[src/scp_pkg.sv]
// Constants, instruction codes and types shared by the configuration readout block
package scp_pkg;
  localparam int SYS_PERIOD_NS    = 100;
  // Storage: 32 words of 8 bits, read out as 256 bits in address order
  localparam int MEM_WORDS        = 32;
  localparam int WORD_W           = 8;
  localparam int ADDR_W           = 8;
  localparam int WADDR_W          = 5;
  localparam logic [ADDR_W-1:0] COUNTER_LIMIT = 8'hFF;
  // Power-on reset hold time
  localparam int POR_TIME_NS      = 2000;
  localparam int POR_CNT_W        = 8;
  localparam logic [POR_CNT_W-1:0] POR_CYCLES =
    POR_CNT_W'((POR_TIME_NS + SYS_PERIOD_NS - 1) / SYS_PERIOD_NS);
  // Least low time of the configuration pulse
  localparam int CFG_PULSE_MIN_NS = 300;
  localparam int CF_CNT_W         = 4;
  localparam logic [CF_CNT_W-1:0] CFG_PULSE_CYCLES =
    CF_CNT_W'((CFG_PULSE_MIN_NS + SYS_PERIOD_NS - 1) / SYS_PERIOD_NS);
  // Boundary-scan instruction register
  localparam int IR_W             = 8;
  localparam logic [IR_W-1:0] IR_BYPASS     = 8'hFF;
  localparam logic [IR_W-1:0] IR_CONFIG     = 8'hEE;
  localparam logic [IR_W-1:0] IR_ISP_ENABLE = 8'hE8;
  localparam logic [IR_W-1:0] IR_PROGRAM    = 8'hEA;
  localparam logic [IR_W-1:0] IR_CLAMP      = 8'hFA;
  localparam logic [IR_W-1:0] IR_CAPTURE    = 8'h01;
  // Program data register: word address above data byte
  localparam int PROG_DR_W        = WADDR_W + WORD_W;
  // Data path buffer
  localparam int BUF_WIDTH        = 1;
  localparam int BUF_DEPTH        = 2;
  // Positions in the synchronised pin vector
  localparam int SYNC_W           = 7;
  localparam int S_CFG_CLK        = 0;
  localparam int S_CE_N           = 1;
  localparam int S_OE_RST_N       = 2;
  localparam int S_CLK_SEL        = 3;
  localparam int S_TCK            = 4;
  localparam int S_TMS            = 5;
  localparam int S_TDI            = 6;

  typedef enum logic [3:0] {
    TAP_RESET, TAP_IDLE, TAP_SEL_DR, TAP_CAP_DR, TAP_SH_DR, TAP_EX1_DR, TAP_PA_DR, TAP_EX2_DR,
    TAP_UPD_DR, TAP_SEL_IR, TAP_CAP_IR, TAP_SH_IR, TAP_EX1_IR, TAP_PA_IR, TAP_EX2_IR, TAP_UPD_IR
  } scp_tap_t;
endpackage

[src/scp_stream_if.sv]
// Valid/ready stream carrying readout bits from the fetch logic into the buffer and from the buffer to the data pin
`timescale 1ns/1ps
interface scp_stream_if #(parameter int W = 1);
  logic         valid;
  logic         ready;
  logic [W-1:0] data;
  modport src (output valid, output data, input ready);
  modport snk (input valid, input data, output ready);
endinterface // scp_stream_if

[src/scp_readout.sv]
// Serial configuration memory: readout counter, cascade control, reset pin and test access port
`timescale 1ns/1ps
// Notes on behaviour
// - Counter steps on selected clock rise when enabled
// - Reset pin low: counter cleared, data floats
// - Pull reset pin low until power-on done
// - Chip enable high: standby, counter cleared, float
// - Configuration pulse lasts at least minimum width
// - Cascade low only enabled and past limit
// - Cascade returns high on reset or disable
// - Serial data leaves on single data pin
// - Data floats in programming mode unless clamped
// - Mode select on test clock rise steers controller
// - Test clock sequences all scan logic
// - Test data shifts into selected scan register
module scp_readout (
  input  wire logic SYS_CLK_I,
  input  wire logic RESET_N_I,
  input  wire logic CFG_CLK_I,
  input  wire logic CFG_CLK_SEL_I,
  input  wire logic CHIP_ENABLE_N_I,
  input  wire logic OE_RESET_N_I,
  output wire logic OE_RESET_N_O,
  output wire logic OE_RESET_N_OE_O,
  output wire logic SERIAL_DATA_OUT_O,
  output wire logic SERIAL_DATA_OUT_OE_O,
  output wire logic CASCADE_ENABLE_OUT_N_O,
  output wire logic RECONFIG_PULSE_N_O,
  output wire logic RECONFIG_PULSE_N_OE_O,
  input  wire logic TCK_I,
  input  wire logic TMS_I,
  input  wire logic TDI_I,
  output wire logic TDO_O,
  output wire logic TDO_OE_O
);
  import scp_pkg::*;

  function automatic logic rise(input logic prev, input logic cur);
    return ~prev & cur;
  endfunction

  function automatic scp_tap_t tap_next(input scp_tap_t s, input logic tms);
    scp_tap_t n;
    n = TAP_RESET;
    case (s)
      TAP_RESET:  n = tms ? TAP_RESET  : TAP_IDLE;
      TAP_IDLE:   n = tms ? TAP_SEL_DR : TAP_IDLE;
      TAP_SEL_DR: n = tms ? TAP_SEL_IR : TAP_CAP_DR;
      TAP_CAP_DR: n = tms ? TAP_EX1_DR : TAP_SH_DR;
      TAP_SH_DR:  n = tms ? TAP_EX1_DR : TAP_SH_DR;
      TAP_EX1_DR: n = tms ? TAP_UPD_DR : TAP_PA_DR;
      TAP_PA_DR:  n = tms ? TAP_EX2_DR : TAP_PA_DR;
      TAP_EX2_DR: n = tms ? TAP_UPD_DR : TAP_SH_DR;
      TAP_UPD_DR: n = tms ? TAP_SEL_DR : TAP_IDLE;
      TAP_SEL_IR: n = tms ? TAP_RESET  : TAP_CAP_IR;
      TAP_CAP_IR: n = tms ? TAP_EX1_IR : TAP_SH_IR;
      TAP_SH_IR:  n = tms ? TAP_EX1_IR : TAP_SH_IR;
      TAP_EX1_IR: n = tms ? TAP_UPD_IR : TAP_PA_IR;
      TAP_PA_IR:  n = tms ? TAP_EX2_IR : TAP_PA_IR;
      TAP_EX2_IR: n = tms ? TAP_UPD_IR : TAP_SH_IR;
      TAP_UPD_IR: n = tms ? TAP_SEL_DR : TAP_IDLE;
      default:    n = TAP_RESET;
    endcase
    return n;
  endfunction

  logic [SYNC_W-1:0]    sync1_r;
  logic [SYNC_W-1:0]    sync2_r;
  logic [SYNC_W-1:0]    prev_r;
  logic [POR_CNT_W-1:0] por_cnt_r;
  logic                 por_done_r;
  logic [ADDR_W-1:0]    addr_r;
  logic                 past_r;
  logic [ADDR_W-1:0]    addr_nxt;
  logic [ADDR_W-1:0]    fetch_addr_r;
  logic                 fetch_done_r;
  logic [WORD_W-1:0]    mem_r [MEM_WORDS];
  scp_tap_t             tap_r;
  logic [IR_W-1:0]      ir_sh_r;
  logic [IR_W-1:0]      ir_r;
  logic [PROG_DR_W-1:0] dr_sh_r;
  logic                 byp_r;
  logic                 tdo_r;
  logic                 tdo_oe_r;
  logic                 isp_r;
  logic                 clamp_r;
  logic [CF_CNT_W-1:0]  cf_cnt_r;
  logic                 oe_low;
  logic                 enabled;
  logic                 cfg_rise;
  logic                 tck_rise;
  logic                 tck_fall;
  logic                 cf_start;
  logic                 prog_wr;

  scp_stream_if #(.W(BUF_WIDTH)) fill_if ();
  scp_stream_if #(.W(BUF_WIDTH)) drain_if ();

  // Every pin but the system clock and reset is sampled twice before use; the second stage and its delayed copy feed logic
  always_ff @(posedge SYS_CLK_I or negedge RESET_N_I) begin
    if (!RESET_N_I) begin
      sync1_r <= '0;
      sync2_r <= '0;
      prev_r  <= '0;
    end else begin
      sync1_r <= {TDI_I, TMS_I, TCK_I, CFG_CLK_SEL_I, OE_RESET_N_I, CHIP_ENABLE_N_I, CFG_CLK_I};
      sync2_r <= sync1_r;
      prev_r  <= sync2_r;
    end
  end

  always_ff @(posedge SYS_CLK_I or negedge RESET_N_I) begin
    if (!RESET_N_I) begin
      por_cnt_r  <= '0;
      por_done_r <= 1'b0;
    end else if (!por_done_r) begin
      por_cnt_r  <= por_cnt_r + POR_CNT_W'(1);
      por_done_r <= (por_cnt_r == POR_CYCLES - POR_CNT_W'(1));
    end
  end

  // The pin reads back our own pull, so the low also covers the power-on window
  assign oe_low   = ~sync2_r[S_OE_RST_N] | ~por_done_r;
  assign enabled  = ~sync2_r[S_CE_N] & ~oe_low;
  assign cfg_rise = rise(prev_r[S_CFG_CLK], sync2_r[S_CFG_CLK]) & sync2_r[S_CLK_SEL] & enabled;
  assign tck_rise = rise(prev_r[S_TCK], sync2_r[S_TCK]);
  assign tck_fall = rise(sync2_r[S_TCK], prev_r[S_TCK]);

  assign OE_RESET_N_O    = 1'b0;
  assign OE_RESET_N_OE_O = ~por_done_r;

  // Counter saturates at the limit; the step beyond it sets the past flag
  always_ff @(posedge SYS_CLK_I or negedge RESET_N_I) begin
    if (!RESET_N_I) begin
      addr_r <= '0;
      past_r <= 1'b0;
    end else if (!enabled) begin
      addr_r <= '0;
      past_r <= 1'b0;
    end else if (cfg_rise && !past_r) begin
      if (addr_r == COUNTER_LIMIT) begin
        past_r <= 1'b1;
      end else begin
        addr_r <= addr_r + ADDR_W'(1);
      end
    end
  end

  // Bit the counter shows after this edge; a refill after a write starts there
  assign addr_nxt = (cfg_rise && !past_r && addr_r != COUNTER_LIMIT) ? addr_r + ADDR_W'(1) : addr_r;

  // Fetch runs ahead of the counter into the buffer and stalls while it is full
  // A write drops the queued bits and refills, so no stale bit reaches the pin
  always_ff @(posedge SYS_CLK_I or negedge RESET_N_I) begin
    if (!RESET_N_I) begin
      fetch_addr_r <= '0;
      fetch_done_r <= 1'b0;
    end else if (!enabled) begin
      fetch_addr_r <= '0;
      fetch_done_r <= 1'b0;
    end else if (prog_wr) begin
      fetch_addr_r <= addr_nxt;
      fetch_done_r <= 1'b0;
    end else if (fill_if.valid && fill_if.ready) begin
      if (fetch_addr_r == COUNTER_LIMIT) begin
        fetch_done_r <= 1'b1;
      end else begin
        fetch_addr_r <= fetch_addr_r + ADDR_W'(1);
      end
    end
  end

  assign fill_if.valid  = enabled & ~fetch_done_r;
  assign fill_if.data   = mem_r[fetch_addr_r[ADDR_W-1:3]][fetch_addr_r[2:0]];
  assign drain_if.ready = cfg_rise & ~past_r;

  scp_buf #(
    .WIDTH (BUF_WIDTH),
    .DEPTH (BUF_DEPTH)
  ) u_buf (
    .clk_i   (SYS_CLK_I),
    .rst_n_i (RESET_N_I),
    .flush_i (~enabled | prog_wr),
    .fill    (fill_if),
    .drain   (drain_if)
  );

  assign SERIAL_DATA_OUT_O    = drain_if.data;
  assign SERIAL_DATA_OUT_OE_O = enabled & ~past_r & drain_if.valid & ~(isp_r & ~clamp_r);
  // Combinational so the cascade output drops out with no clock from the partner
  assign CASCADE_ENABLE_OUT_N_O = ~(enabled & past_r);

  always_ff @(posedge SYS_CLK_I or negedge RESET_N_I) begin
    if (!RESET_N_I) begin
      tap_r <= TAP_RESET;
    end else if (tck_rise) begin
      tap_r <= tap_next(tap_r, sync2_r[S_TMS]);
    end
  end

  always_ff @(posedge SYS_CLK_I or negedge RESET_N_I) begin
    if (!RESET_N_I) begin
      ir_sh_r <= '0;
      ir_r    <= IR_BYPASS;
    end else if (tck_rise) begin
      case (tap_r)
        TAP_RESET:  ir_r    <= IR_BYPASS;
        TAP_CAP_IR: ir_sh_r <= IR_CAPTURE;
        TAP_SH_IR:  ir_sh_r <= {sync2_r[S_TDI], ir_sh_r[IR_W-1:1]};
        TAP_UPD_IR: ir_r    <= ir_sh_r;
        default:    ir_r    <= ir_r;
      endcase
    end
  end

  always_ff @(posedge SYS_CLK_I or negedge RESET_N_I) begin
    if (!RESET_N_I) begin
      dr_sh_r <= '0;
      byp_r   <= 1'b0;
    end else if (tck_rise) begin
      if (tap_r == TAP_CAP_DR) begin
        dr_sh_r <= '0;
        byp_r   <= 1'b0;
      end else if (tap_r == TAP_SH_DR) begin
        dr_sh_r <= {sync2_r[S_TDI], dr_sh_r[PROG_DR_W-1:1]};
        byp_r   <= sync2_r[S_TDI];
      end
    end
  end

  assign cf_start = tck_rise & (tap_r == TAP_UPD_IR) & (ir_sh_r == IR_CONFIG);
  assign prog_wr  = tck_rise & (tap_r == TAP_UPD_DR) & (ir_r == IR_PROGRAM) & isp_r;

  // Modes hold until the controller returns to its reset state
  always_ff @(posedge SYS_CLK_I or negedge RESET_N_I) begin
    if (!RESET_N_I) begin
      isp_r   <= 1'b0;
      clamp_r <= 1'b0;
    end else if (tck_rise && tap_r == TAP_RESET) begin
      isp_r   <= 1'b0;
      clamp_r <= 1'b0;
    end else if (tck_rise && tap_r == TAP_UPD_IR) begin
      isp_r   <= isp_r | (ir_sh_r == IR_ISP_ENABLE);
      clamp_r <= clamp_r | (ir_sh_r == IR_CLAMP);
    end
  end

  // Storage holds data only, so it carries no reset
  always_ff @(posedge SYS_CLK_I) begin
    if (prog_wr) begin
      mem_r[dr_sh_r[PROG_DR_W-1:WORD_W]] <= dr_sh_r[WORD_W-1:0];
    end
  end

  always_ff @(posedge SYS_CLK_I or negedge RESET_N_I) begin
    if (!RESET_N_I) begin
      tdo_r    <= 1'b0;
      tdo_oe_r <= 1'b0;
    end else if (tck_fall) begin
      tdo_oe_r <= (tap_r == TAP_SH_IR) | (tap_r == TAP_SH_DR);
      if (tap_r == TAP_SH_IR) begin
        tdo_r <= ir_sh_r[0];
      end else if (ir_r == IR_PROGRAM) begin
        tdo_r <= dr_sh_r[0];
      end else begin
        tdo_r <= byp_r;
      end
    end
  end

  assign TDO_O    = tdo_r;
  assign TDO_OE_O = tdo_oe_r;

  // Restarts on every reconfigure so back-to-back commands each get a full pulse
  always_ff @(posedge SYS_CLK_I or negedge RESET_N_I) begin
    if (!RESET_N_I) begin
      cf_cnt_r <= '0;
    end else if (cf_start) begin
      cf_cnt_r <= CFG_PULSE_CYCLES;
    end else if (cf_cnt_r != '0) begin
      cf_cnt_r <= cf_cnt_r - CF_CNT_W'(1);
    end
  end

  assign RECONFIG_PULSE_N_O    = 1'b0;
  assign RECONFIG_PULSE_N_OE_O = (cf_cnt_r != '0);
endmodule // scp_readout

[src/scp_buf.sv]
// Two-entry shift buffer; the head entry is always slot zero so it comes from a flop
`timescale 1ns/1ps
module scp_buf #(
  parameter int WIDTH = scp_pkg::BUF_WIDTH,
  parameter int DEPTH = scp_pkg::BUF_DEPTH
) (
  input  wire logic clk_i,
  input  wire logic rst_n_i,
  input  wire logic flush_i,
  scp_stream_if.snk fill,
  scp_stream_if.src drain
);
  import scp_pkg::*;
  localparam int CW = $clog2(DEPTH + 1);
  localparam logic [CW-1:0] CNT_FULL = CW'(DEPTH);

  logic [WIDTH-1:0] data_r [DEPTH];
  logic [CW-1:0]    cnt_r;
  logic [CW-1:0]    wr_idx;
  logic             push;
  logic             pop;

  assign pop         = drain.valid & drain.ready;
  assign push        = fill.valid & fill.ready;
  // A pop frees a slot in the same cycle, so a full buffer still takes a word
  assign fill.ready  = (cnt_r != CNT_FULL) | pop;
  assign drain.valid = (cnt_r != '0);
  assign drain.data  = data_r[0];
  assign wr_idx      = cnt_r - CW'(pop);

  always_ff @(posedge clk_i or negedge rst_n_i) begin
    if (!rst_n_i) begin
      cnt_r <= '0;
    end else if (flush_i) begin
      cnt_r <= '0;
    end else begin
      cnt_r <= cnt_r + CW'(push) - CW'(pop);
    end
  end

  always_ff @(posedge clk_i or negedge rst_n_i) begin
    if (!rst_n_i) begin
      for (int i = 0; i < DEPTH; i++) begin
        data_r[i] <= '0;
      end
    end else begin
      for (int i = 0; i < DEPTH; i++) begin
        if (push && !flush_i && i == int'(wr_idx)) begin
          data_r[i] <= fill.data;
        end else if (pop && i < DEPTH - 1) begin
          data_r[i] <= data_r[i+1];
        end
      end
    end
  end
endmodule // scp_buf

[config.mk]
export PLATFORM = sky130hd
export DESIGN_NAME = scp_readout
export DESIGN_NICKNAME = d
export VERILOG_FILES = /design/src/scp_pkg.sv /design/src/scp_stream_if.sv /design/src/scp_readout.sv /design/src/scp_buf.sv
export SDC_FILE = /design/constraint.sdc
export NUM_CORES = 1
export LEC_CHECK = 0
export BUFFER_PORTS_ARGS = -buffer_cell sky130_fd_sc_hd__buf_4
export CAP_MARGIN = 20
export CORE_MARGIN = 4
export CORE_UTILIZATION = 25
export CTS_CLUSTER_DIAMETER = 60
export DETAILED_ROUTE_END_ITERATION = 12
export PLACE_DENSITY = 0.36
export SETUP_SLACK_MARGIN = 0.05
export SLEW_MARGIN = 10
export SYNTH_ARGS = -nofsm -noshare
export SYNTH_HDL_FRONTEND = slang
export SYNTH_SLANG_ARGS = --single-unit
export TNS_END_PERCENT = 10
[constraint.sdc]
create_clock -name SYS_CLK_I -period 2.5 [get_ports SYS_CLK_I]
set_input_delay 0.5 -clock SYS_CLK_I [delete_from_list [all_inputs] [get_ports SYS_CLK_I]]
set_output_delay 0.5 -clock SYS_CLK_I [all_outputs]
set_load 0.03 [all_outputs]
==> summary.md, run 1 <==
| Metric | Value |
|---|---|
| Mapped cell area | approximately 0.014 mm² |
| Layout Nets | between 1,000 and 1,500 |
| Filler Cell Count | ~5,500 |
| CP Launch Point | fetch_addr_r[3]$_DFFE_PN0P_ |
| Root Buffer Master | clkbuf_16 |
| Rows | 86 |
| Max-cap violation count | 0 |
| Boundary Pins | 18 |
| Most used cell, CP | nor3_1 |
| Max_slew headroom | 57.8% |
| Die Ht | 246 µm |
| Status | finished, violations left |
| Leakage power | roughly 6.2 nW |
| Total wire length | ~39 mm |
| Largest net degree at the start of global routing | 44 |
| Crit path largest cell delay | a little under 0.5 ns |
| Share of layout cells above drive strength 1 | approximately 28% |
| Cell area after layout | between 0.015 and 0.02 mm² |
| Critical Path Source Type | flip-flop |
| Synth top area cells | edfxtp_1 (54%), dfrtp_1 (14%), mux4_2 (9.1%), nand2_1 (2.5%), nor2_1 (2.3%) |
| Multi-input logic area | 0.00403 mm² |
| Number of buffers created by CTS | 43 |
| Crit-path slowest cell | dfrtp_4 |
| CP max FO | 6 |
| # clock sinks | between 300 and 400 |
| Area Growth Syn to Fin | 24.1% |
| Synth area leader | edfxtp_1 |
| Port buffer count | 15 |
| Drt first pass iters | 5 |
| Ys flop type | edfxtp_1 |
| Clk buf depth | 3 |
| Insertion delay to the later sink of the worst-skew pair | ~0.55 ns |
| Fin Setup TNS | -0.0295 ns |
| Core area | 0.0555 mm² |
| Post-synth EDFFs | around 260 |
| Worst Tran Pin Value | ~0.63 ns |
| CTS tree | built |
| Antenna fix cells | 0 |
| Final setup vio count | 2 |
| Failing checks | negative setup slack |
| Total grt overflow | 0 |
| Hold_ws | ~0.056 ns |
| Async S/R FF share, synth | between 20% and 30% |
| CP required | roughly 2.9 ns |
| Clk_skew | 0.0149 ns |
| Yosys top cell area share | between 50% and 60% |
| Starting Density | around 25% |
| Power per Cell Area | ~770 mW/mm² |
| Vias in the first global route | ~8,600 |
| Count leader, synth | edfxtp_1 |
| Via count | between 8,000 and 9,000 |
| Synth Area per Inst | around 15 µm² |
| CP cell instances | clkbuf_16, mux4_2, mux2i_1, nor3_1, nor3_1, buf_4, o211ai_1, nor4b_4, o22ai_1, nand2_1 |
| Die footprint | 0.0604 mm² |
| Synth warn | 0 |
| Worst vdd ir | between 0.5 and 0.6 mV |
| Final Hold Viols | 0 |
| Die width | about 250 µm |
| Post-DP HPWL | between 20 and 30 mm |
| Max Fclk | a little under 400 MHz |
| First-pass GRT wire length | 57.8 mm |
| Fin crit period | between 2 and 3 ns |
| DP Area | between 0.015 and 0.02 mm² |
| Sequential share of the synthesized area | between 60% and 70% |
| Max-slew violations | 0 |
| Flip-flop and latch count after synthesis | between 300 and 400 |
| Worst path arrival time | around 3.0 ns |
| Hold path start | TMS_I |
| Synth cell count leaders | edfxtp_1 (256), nand2_1 (94), nor2_1 (86), dfrtp_1 (80), mux4_2 (57) |
| Worst r2r src | fetch_addr_r[3]$_DFFE_PN0P_ |
| Final WS setup | -0.0238 ns |
| CTS clk-pin slew, worst paths | ~0.060 ns |
| RePlAce Congestion | 0.765 |
| H-Tree Depth | 2 |
| Synth cell types | around 70 |
| DR WL/cell | roughly 21 µm |
| Hold WC Path Type | in -> reg |
| Post-route ant nets | 0 |
| Initial antenna violation count | 1 |
| RSZ-0062 raised after global routing | yes |
| Storage cell area | approximately 0.0099 mm² |
| Critical Path End Type | flip-flop |
| Synth Instances | between 900 and 1,000 |
| Critical path type | reg -> reg |
| Via/cell ratio | roughly 4.5 |
| Final period utilization | 101% |
| Initial DRC count | a little under 600 |
| GRT Total Usage | approximately an eighth |
| Post-route DRC | 0 |
## state kept, by name (all words and copies together) (netlist names), 4 cells and up
signal / cells
mem_r: 256
dr_sh_r: 13
addr_r: 8
fetch_addr_r: 8
ir_r: 8
ir_sh_r: 8
por_cnt_r: 8
sync1_r: 7
sync2_r: 7
cf_cnt_r: 4
tap_r: 4
## cells in the final DEF (no fill, tap or decap), types with 5 or more instances in the layout
cell and instances:
edfxtp_1 256, nand2b_1 5, buf_6 6, nor2_1 82, mux2i_1 24, nand4_1 9, or3_1 8, o22a_1 8
dfstp_2 8, xor2_1 9, dfrtp_1 76, o221ai_1 5, xnor2_1 13, o21ai_0 33, a211oi_1 5, nor3_1 9
nand3b_1 7, ha_1 6, mux4_2 57, nand2_1 94, nand3_1 20, buf_4 116, clkbuf_1 14, a21oi_1 19
inv_1 10, buf_12 12, a31oi_1 7, clkbuf_16 46, nor2b_1 12
## power breakdown
group	switching, mW	internal (mW)
clock	2.38	3.81
sequential	0.178	6.29
combinational	0.512	0.317
## critical path: cells and delay by family, from the launching register on
| family | cells | cell delay, ns |
|---|---|---|
| compound gates | 2 | 0.26 |
| buf+inv | 2 | 0.35 |
| flops | 1 | 0.49 |
| mux | 2 | 0.77 |
| simple gates | 4 | 0.55 |
## per-stage QoR
step / setup slack [ns] / util, % / instances / total power, mW
after floorplan: 0.260 / - / 915 / 7.08
after global placement: -0.119 / 28.7 / 1747 / 7.40
after detailed placement: -0.119 / 28.7 / 1747 / 7.40
after CTS: -0.0436 / 31.4 / 1828 / 13.7
after global routing: -0.180 / 31.6 / 1829 / 14.1
final: -0.0238 / 31.6 / 1829 / 13.5
## per-layer routing
metal	track usage [%]	up-vias	wire, µm
met4	3.30	0	884
met3	2.77	57	1820
li1	-	3763	-
met1	18.2	4196	18100
met5	0	-	0
met2	20.1	169	17700
## layout make-up
cell class | count | share of cell area, %
Multi-Input combinational cell | 509 | 22.9
Clock buffer | 62 | 6.95
Timing Repair Buffer | 136 | 6.91
Tap cell | 748 | 5.33
Inverter | 14 | 0.321
Sequential cell | 344 | 56.4
Clock inverter | 16 | 1.10
## logic make-up (layout without fill, tap and decap cells)
group	Yosys count	after routing	share of synthesized area, %
simple gates	279	279	9.26
flops	344	344	70.0
xor+xnor	22	22	1.36
buf+inv	62	228	2.34
compound gates	112	112	5.17
mux	88	88	11.3
other cells	1	2	0.0265
fa+ha+maj	6	6	0.531
## repair_timing
action                                 CTS  global route
gates resized for setup                 11            19
endpoints found under the hold margin   40             0
pin swaps                                0             1
buffers inserted                         2             0
hold buffers                             1             0
setup endpoints to repair               10           135
gates cloned                             0             1
## final timing paths
| kind | to | slack, ns | cells past startpoint |
|---|---|---|---|
| worst max-delay path | u_buf.data_r[0]$_DFFE_PN0P_ | -0.02 | 10 |
| worst min-delay path | sync1_r[5]$_DFF_PN0_ | 0.06 | 1 |
| worst max register to register | u_buf.data_r[0]$_DFFE_PN0P_ | -0.02 | 10 |
| worst min register to register | sync2_r[0]$_DFF_PN0_ | 0.35 | 0 |
| max in group asynchronous | por_cnt_r[7]$_DFFE_PN0N_ | 1.27 | 3 |
| min in group asynchronous | tap_r[3]$_DFFE_PN0N_ | 0.50 | 2 |
No activity file was read; power rests on OpenSTA's default activity.
==> run 2, diff against run 1 <==
- clock period: 2.5 -> 3.1 ns (I/O delays scaled with it)
==> summary.md, run 2 (synthesis results as in run 1) <==
| Metric | Value |
|---|---|
| Max-slew violations | 0 (unchanged) |
| Max-cap violation count | 0 (unchanged) |
| Initial DRC count | 601 (was 587) |
| Via count | 7,937 (was 8,185) |
| Post-Place Cells | 1,710 (was 1,747) |
| Post-DP HPWL | 24.4 mm (was 25.2 mm) |
| Die Ht | 246 µm (unchanged) |
| Clk buf depth | 3 (unchanged) |
| Delay-heaviest family, CP | simple AND/OR/NAND/NOR gates (was multiplexers) |
| Worst path arrival time | 3.28 ns (was 2.95 ns) |
| Clock power share | 44.0% (was 45.9%) |
| Hold WC Path Type | in -> async (was in -> reg) |
| Critical path type | reg -> reg (unchanged) |
| Antenna fix cells | 0 (unchanged) |
| Layout Nets | 1,021 (was 1,063) |
| Via/cell ratio | 4.45 (was 4.48) |
| Fin crit period | 2.82 ns (was 2.52 ns) |
| CP cell instances | nand2_1, o221ai_1, o22ai_1, a21oi_1, nor3b_1, nor4b_2, nor2_1, a21oi_1 (was clkbuf_16, mux4_2, mux2i_1, nor3_1, nor3_1, buf_4, o211ai_1, nor4b_4, o22ai_1, nand2_1) |
| Share of layout cells above drive strength 1 | 22.5% (was 27.8%) |
| CP Buf/Inv Count | 0 (was 2) |
| Drt first pass iters | 5 (unchanged) |
| Die footprint | 0.0604 mm² (unchanged) |
| Leakage power | 5.89 nW (was 6.20 nW) |
| Post-route ant nets | 0 (unchanged) |
| Core area | 0.0555 mm² (unchanged) |
| Worst vdd ir | 0.331 mV (was 0.513 mV) |
| DR WL/cell | 21.0 µm (was 21.1 µm) |
| Total wire length | 37.4 mm (was 38.5 mm) |
| Share of total power in sequential cells | 49.4% (was 48.0%) |
| Fin Setup TNS | 0 ns (was -0.0295 ns) |
| CTS clk-pin slew, worst paths | 0.06 ns (about the same) |
| Commonest non-fill, non-tap cell in the layout | edfxtp_1 (unchanged) |
| Post-route DRC | 0 (unchanged) |
| First-pass GRT wire length | 56.3 mm (was 57.8 mm) |
| Post-route insts no fill | 1,784 (was 1,829) |
| Logic pwr share | 6.6% (was 6.1%) |
| Critical Path Source Type | flip-flop (unchanged) |
| RePlAce Congestion | 0.765 (unchanged) |
| Worst Tran Pin Value | 0.942 ns (was 0.632 ns) |
| Commonest non-fill, non-tap cells in the layout | edfxtp_1 (256), nand2_1 (94), buf_4 (91) (was edfxtp_1 (256), buf_4 (116), nand2_1 (94)) |
| CTS tree | built (unchanged) |
| Max Fclk | 355 MHz (was 396 MHz) |
| Port buffer count | 15 (unchanged) |
| Critical Path End Type | flip-flop (unchanged) |
| Final Hold Viols | 0 (unchanged) |
| Crit-path slowest cell | dfrtp_2 (was dfrtp_4) |
| CP required | 3.56 ns (was 2.93 ns) |
| H-Tree Depth | 2 (unchanged) |
| CTS Hold Buffers Added | 0 (was 1) |
| Cts repair resizes | 0 (was 11) |
| Die width | 246 µm (unchanged) |
| Switch share | 23.5% (was 22.8%) |
| GRT Total Usage | 12.5% (was 12.9%) |
| Final setup vio count | 0 (was 2) |
| Final period utilization | 91.0% (was 101%) |
| Status | finished, final reports clean (was finished, violations left) |
| Number of flip-flops in the largest register | 256 (unchanged) |
| Vias in the first global route | 8,406 (was 8,623) |
| Clk_skew | 0.0171 ns (was 0.0149 ns) |
| Most used cell, CP | a21oi_1 (was nor3_1) |
| Int Pwr | 8.06 mW (was 10.4 mW) |
| Rows | 86 (unchanged) |
| Max_slew headroom | 37.2% (was 57.8%) |
| Root Buffer Master | clkbuf_16 (unchanged) |
| Largest net degree at the start of global routing | 35 (was 44) |
| Fin util | 30.4% (was 31.6%) |
| Switching power | 2.47 mW (was 3.07 mW) |
| RSZ-0062 raised after global routing | no (was yes) |
| Insertion delay to the later sink of the worst-skew pair | 0.55 ns (about the same) |
| Setup Buffers After CTS | 0 (was 2) |
| CP max FO | 17 (was 6) |
| # clock sinks | 344 (unchanged) |
| Boundary Pins | 18 (unchanged) |
| Number of buffers created by CTS | 42 (was 43) |
| Power per Cell Area | 625 mW/mm² (was 768 mW/mm²) |
| Crit path largest cell delay | 0.69 ns (was 0.49 ns) |
| Initial antenna violation count | 0 (was 1) |
| Starting Density | 25.5% (unchanged) |
| Area Growth Syn to Fin | 19.2% (was 24.1%) |
| Total grt overflow | 0 (unchanged) |
-- run 2: worst register-to-register path: stages (launching register included) --
cell      delay [ns]
dfrtp_2         0.69
nand2_1         0.38
o221ai_1        0.37
o22ai_1         0.14
a21oi_1         0.29
nor3b_1         0.10
nor4b_2         0.48
nor2_1          0.13
a21oi_1         0.15
-- run 2: layout make-up --
cell class	instances	area (µm²)
clock buffers	58	1140
inverters	14	52.6
well taps	748	936
flip-flops and latches	344	9910
multi-input cells	509	3920
clock inverters	16	144
fillers	5611	38700
repair buffers	95	763
-- run 2: worst paths after layout --
| path | from | endpoint | slack, ns | cells after the start |
|---|---|---|---|---|
| max in group asynchronous | RESET_N_I | ir_r[5]$_DFFE_PN1P_ | 2.35 | 2 |
| hold reg to reg | sync1_r[6]$_DFF_PN0_ | sync2_r[6]$_DFF_PN0_ | 0.35 | 0 |
| hold / removal | RESET_N_I | por_cnt_r[7]$_DFFE_PN0N_ | 0.02 | 1 |
| min in group SYS_CLK_I | TMS_I | sync1_r[5]$_DFF_PN0_ | 0.18 | 1 |
| setup reg to reg | fetch_addr_r[4]$_DFFE_PN0P_ | u_buf.drain.data$_DFFE_PN0P_ | 0.28 | 8 |
| setup / recovery | fetch_addr_r[4]$_DFFE_PN0P_ | u_buf.drain.data$_DFFE_PN0P_ | 0.28 | 8 |
-- run 2: power groups by stage --
| stage | sequential (mW) | clock [mW] | combinational, mW |
|---|---|---|---|
| after floorplan | 5.26 | 0 | 0.453 |
| after global placement | 5.29 | 0 | 0.706 |
| after detailed placement | 5.29 | 0 | 0.701 |
| after CTS | 5.20 | 4.81 | 0.703 |
| after global routing | 5.22 | 5.01 | 0.777 |
| final | 5.20 | 4.64 | 0.696 |
-- run 2: per-stage QoR --
| step | instance area (µm²) | worst slack (ns) | hold WS, ns | power, mW |
|---|---|---|---|---|
| finish | 16900 | 0.280 | 0.0234 | 10.5 |
| global route | 16900 | 0.0954 | 0.0356 | 11.0 |
| CTS | 16900 | 0.283 | 0.0106 | 10.7 |
| global placement | 15600 | 0.150 | 0.334 | 6.00 |
| floorplan | 14100 | 0.421 | 0.324 | 5.71 |
| detailed placement | 15600 | 0.265 | 0.337 | 5.99 |
-- run 2: metal layers --
metal | vias up | GRT usage [%] | wire (µm)
met5 | - | 0 | 0
met4 | 0 | 3.72 | 839
met3 | 52 | 1.98 | 1260
met2 | 129 | 19.5 | 17200
met1 | 4085 | 18.0 | 18100
li1 | 3671 | - | -
==> run 3, diff against run 2 <==
- SYNTH_HIERARCHICAL: unset -> 1
==> summary.md, run 3 <==
| Metric | Value |
|---|---|
| Status | finished, final reports clean (unchanged) |
| Via/cell ratio | 4.44 (was 4.45) |
| H-Tree Depth | 2 (unchanged) |
| CP max FO | 10 (was 17) |
| Die width | 246 µm (about the same) |
| Clk buf depth | 3 (unchanged) |
| Async S/R FF share, synth | 25.6% (unchanged) |
| # clock sinks | 344 (unchanged) |
| Mapped cell area | 0.0141 mm² (about the same) |
| Insertion delay to the later sink of the worst-skew pair | 0.57 ns (was 0.55 ns) |
| Layout Nets | 1,013 (was 1,021) |
| RePlAce Congestion | 0.781 (was 0.765) |
| Total Power | 10.5 mW (about the same) |
| CP required | 3.54 ns (was 3.56 ns) |
| Die footprint | 0.0605 mm² (was 0.0604 mm²) |
| Critical path type | reg -> reg (unchanged) |
| Total grt overflow | 0 (unchanged) |
| Commonest non-fill, non-tap cells in the layout | edfxtp_1 (256), buf_4 (99), nor2_1 (79) (was edfxtp_1 (256), nand2_1 (94), buf_4 (91)) |
| Crit-path slowest cell | dfrtp_4 (was dfrtp_2) |
| RSZ-0062 raised after global routing | no (unchanged) |
| Antenna fix cells | 0 (unchanged) |
| Area Growth Syn to Fin | 20.8% (was 19.2%) |
| Post-route insts no fill | 1,779 (was 1,784) |
| Power per Cell Area | 613 mW/mm² (was 625 mW/mm²) |
| Yosys top cell area share | 54.3% (about the same) |
| Final setup vio count | 0 (unchanged) |
| Number of buffers created by CTS | 43 (was 42) |
| Drt first pass iters | 5 (unchanged) |
| Post-route ant nets | 0 (unchanged) |
| Post-Place Cells | 1,694 (was 1,710) |
| Sequential share of the synthesized area | 70.0% (about the same) |
| Boundary Pins | 18 (unchanged) |
| Number of flip-flops in the largest register | 256 (unchanged) |
| Worst path arrival time | 3.29 ns (was 3.28 ns) |
| CP cell instances | buf_12, mux4_2, mux4_2, a21oi_1, o31ai_1, a21oi_1, o32ai_2, mux2_4 (was nand2_1, o221ai_1, o22ai_1, a21oi_1, nor3b_1, nor4b_2, nor2_1, a21oi_1) |
| CTS tree | built (unchanged) |
| Final Hold Viols | 0 (unchanged) |
| Synth area leader | edfxtp_1 (unchanged) |
| Worst vdd ir | 0.338 mV (was 0.331 mV) |
| Max-slew violations | 0 (unchanged) |
| Post-route DRC | 0 (unchanged) |
| Core area | 0.0555 mm² (unchanged) |
| Critical Path End Type | flip-flop (unchanged) |
| Initial DRC count | 504 (was 601) |
| Rows | 86 (unchanged) |
| Starting Density | 25.5% (about the same) |
| Synth cell count leaders | edfxtp_1 (256), dfrtp_1 (80), nor2_1 (79), nand2_1 (75), mux4_2 (66) (was edfxtp_1 (256), nand2_1 (94), nor2_1 (86), dfrtp_1 (80), mux4_2 (57)) |
| Fin crit period | 2.85 ns (was 2.82 ns) |
| Worst Tran Pin Value | 0.942 ns (about the same) |
| First-pass GRT wire length | 54.8 mm (was 56.3 mm) |
| Count leader, synth | edfxtp_1 (unchanged) |
| Largest net degree at the start of global routing | 46 (was 35) |
| CP Buf/Inv Count | 1 (was 0) |
| Initial antenna violation count | 0 (unchanged) |
| Port buffer count | 15 (unchanged) |
| Synth top area cells | edfxtp_1 (54%), dfrtp_1 (14%), mux4_2 (11%), nor2_1 (2.1%), nand2_1 (2.0%) (was edfxtp_1 (54%), dfrtp_1 (14%), mux4_2 (9.1%), nand2_1 (2.5%), nor2_1 (2.3%)) |
| Max-cap violation count | 0 (unchanged) |
| Synth Area per Inst | 15.8 µm² (was 15.5 µm²) |
| Delay-heaviest family, CP | multiplexers (was simple AND/OR/NAND/NOR gates) |
| Ys flop type | edfxtp_1 (unchanged) |
| Share of layout cells above drive strength 1 | 25.4% (was 22.5%) |
| CTS clk-pin slew, worst paths | 0.06 ns (about the same) |
| Crit path largest cell delay | 0.55 ns (was 0.69 ns) |
| R2R cell count | 8 (unchanged) |
| Synth Instances | 894 (was 914) |
| Vias in the first global route | 8,375 (was 8,406) |
| DR WL/cell | 20.4 µm (was 21.0 µm) |
| Max Fclk | 351 MHz (was 355 MHz) |
| Final period utilization | 92.0% (was 91.0%) |
| CTS Hold Buffers Added | 0 (unchanged) |
| Worst r2r src | fetch_addr_r[3]$_DFFE_PN0P_ (was fetch_addr_r[4]$_DFFE_PN0P_) |
| Max_slew headroom | 37.2% (about the same) |
| Synth warn | 6 (was 0) |
| Critical Path Source Type | flip-flop (unchanged) |
| Post-synth EDFFs | 256 (unchanged) |
| Clk_skew | 0.0255 ns (was 0.0171 ns) |
| Commonest non-fill, non-tap cell in the layout | edfxtp_1 (unchanged) |
| R2R setup slack | 0.25 ns (was 0.28 ns) |
| Flip-flop and latch count after synthesis | 344 (unchanged) |
| Reg2reg end | u_buf/drain.data$_DFFE_PN0P_ (was u_buf.drain.data$_DFFE_PN0P_) |
| Filler Cell Count | 5,567 (was 5,611) |
| Fin Setup TNS | 0 ns (unchanged) |
| GRT Total Usage | 12.2% (was 12.5%) |
| Via count | 7,903 (was 7,937) |
| Post-DP HPWL | 23.7 mm (was 24.4 mm) |
| Hold WC Path Type | in -> async (unchanged) |
| Die Ht | 246 µm (about the same) |
| Root Buffer Master | clkbuf_16 (unchanged) |
| Total wire length | 36.3 mm (was 37.4 mm) |
| Synth cell types | 71 (was 72) |
| Leakage power | 6.22 nW (was 5.89 nW) |
==> run 3: cell types whose count changed after synthesis, sizes merged, moves of 9 or more <==
cell / delta
mux2i: -15
a22oi: +9
clkbuf: +14
mux4: +9
buf: -11
nand2: -19
==> run 3: final cells by class <==
type	instances	area, µm²	share of cell area [%]
well taps	748	936	5.48
flip-flops and latches	344	9900	58.0
clock inverters	28	221	1.30
multi-input cells	483	3950	23.1
repair buffers	107	903	5.29
inverters	17	63.8	0.373
clock buffers	52	1110	6.49
==> run 3: layer usage <==
layer,part of all wire (%),global-route usage (%),wire length [µm]
met2,46,19.3,16900
met3,5.4,3.01,1940
met5,0,0,0
met1,46,16.7,16700
met4,2.1,3.64,759
==> run 3: timing repair <==
item,CTS,global route
buffers inserted,0,5
setup endpoints to repair,0,2
resized for setup,0,2
==> run 3: kinds of logic after synthesis <==
| kind of cell | count (synthesis) | share of synthesized area [%] |
|---|---|---|
| xor gates and xnor gates | 19 | 1.18 |
| other | 1 | 0.0265 |
| muxes | 82 | 11.7 |
| DFF | 344 | 70.0 |
| buffers and inverters | 68 | 2.21 |
| AOI/OAI and AO/OA | 123 | 5.68 |
| and+or+nand+nor | 249 | 8.51 |
| adders and majority gates | 8 | 0.707 |
==> run 3: stage by stage <==
| stage | worst slack, ns | hold WS, ns | area, µm² | utilization [%] |
|---|---|---|---|---|
| 6_report | 0.247 | 0.0845 | 17100 | 30.8 |
| 5_1_grt | 0.0973 | 0.129 | 17100 | 30.8 |
| 4_1_cts | 0.153 | 0.0805 | 17000 | 30.7 |
| 3_5_place_dp | 0.166 | 0.335 | 15700 | 28.3 |
| 3_3_place_gp | 0.173 | 0.334 | 15700 | 28.3 |
| 2_1_floorplan | 0.539 | 0.324 | 14200 | - |
==> run 3: power by group <==
part / switching (mW) / internal (mW)
clock: 1.96 / 2.74
combinational: 0.373 / 0.230
sequential: 0.144 / 5.02
==> run 3: worst max path at each step <==
stage | start | to | cells past startpoint | slack [ns]
finish | fetch_addr_r[3]$_DFFE_PN0P_ | u_buf/drain.data$_DFFE_PN0P_ | 8 | 0.25
global route | fetch_addr_r[3]$_DFFE_PN0P_ | u_buf/drain.data$_DFFE_PN0P_ | 8 | 0.1
CTS | fetch_addr_r[3]$_DFFE_PN0P_ | u_buf/drain.data$_DFFE_PN0P_ | 8 | 0.15
detailed placement | fetch_addr_r[3]$_DFFE_PN0P_ | u_buf/drain.data$_DFFE_PN0P_ | 8 | 0.17
global placement | fetch_addr_r[3]$_DFFE_PN0P_ | u_buf/drain.data$_DFFE_PN0P_ | 8 | 0.17
floorplan | fetch_addr_r[3]$_DFFE_PN0P_ | u_buf/drain.data$_DFFE_PN0P_ | 10 | 0.54
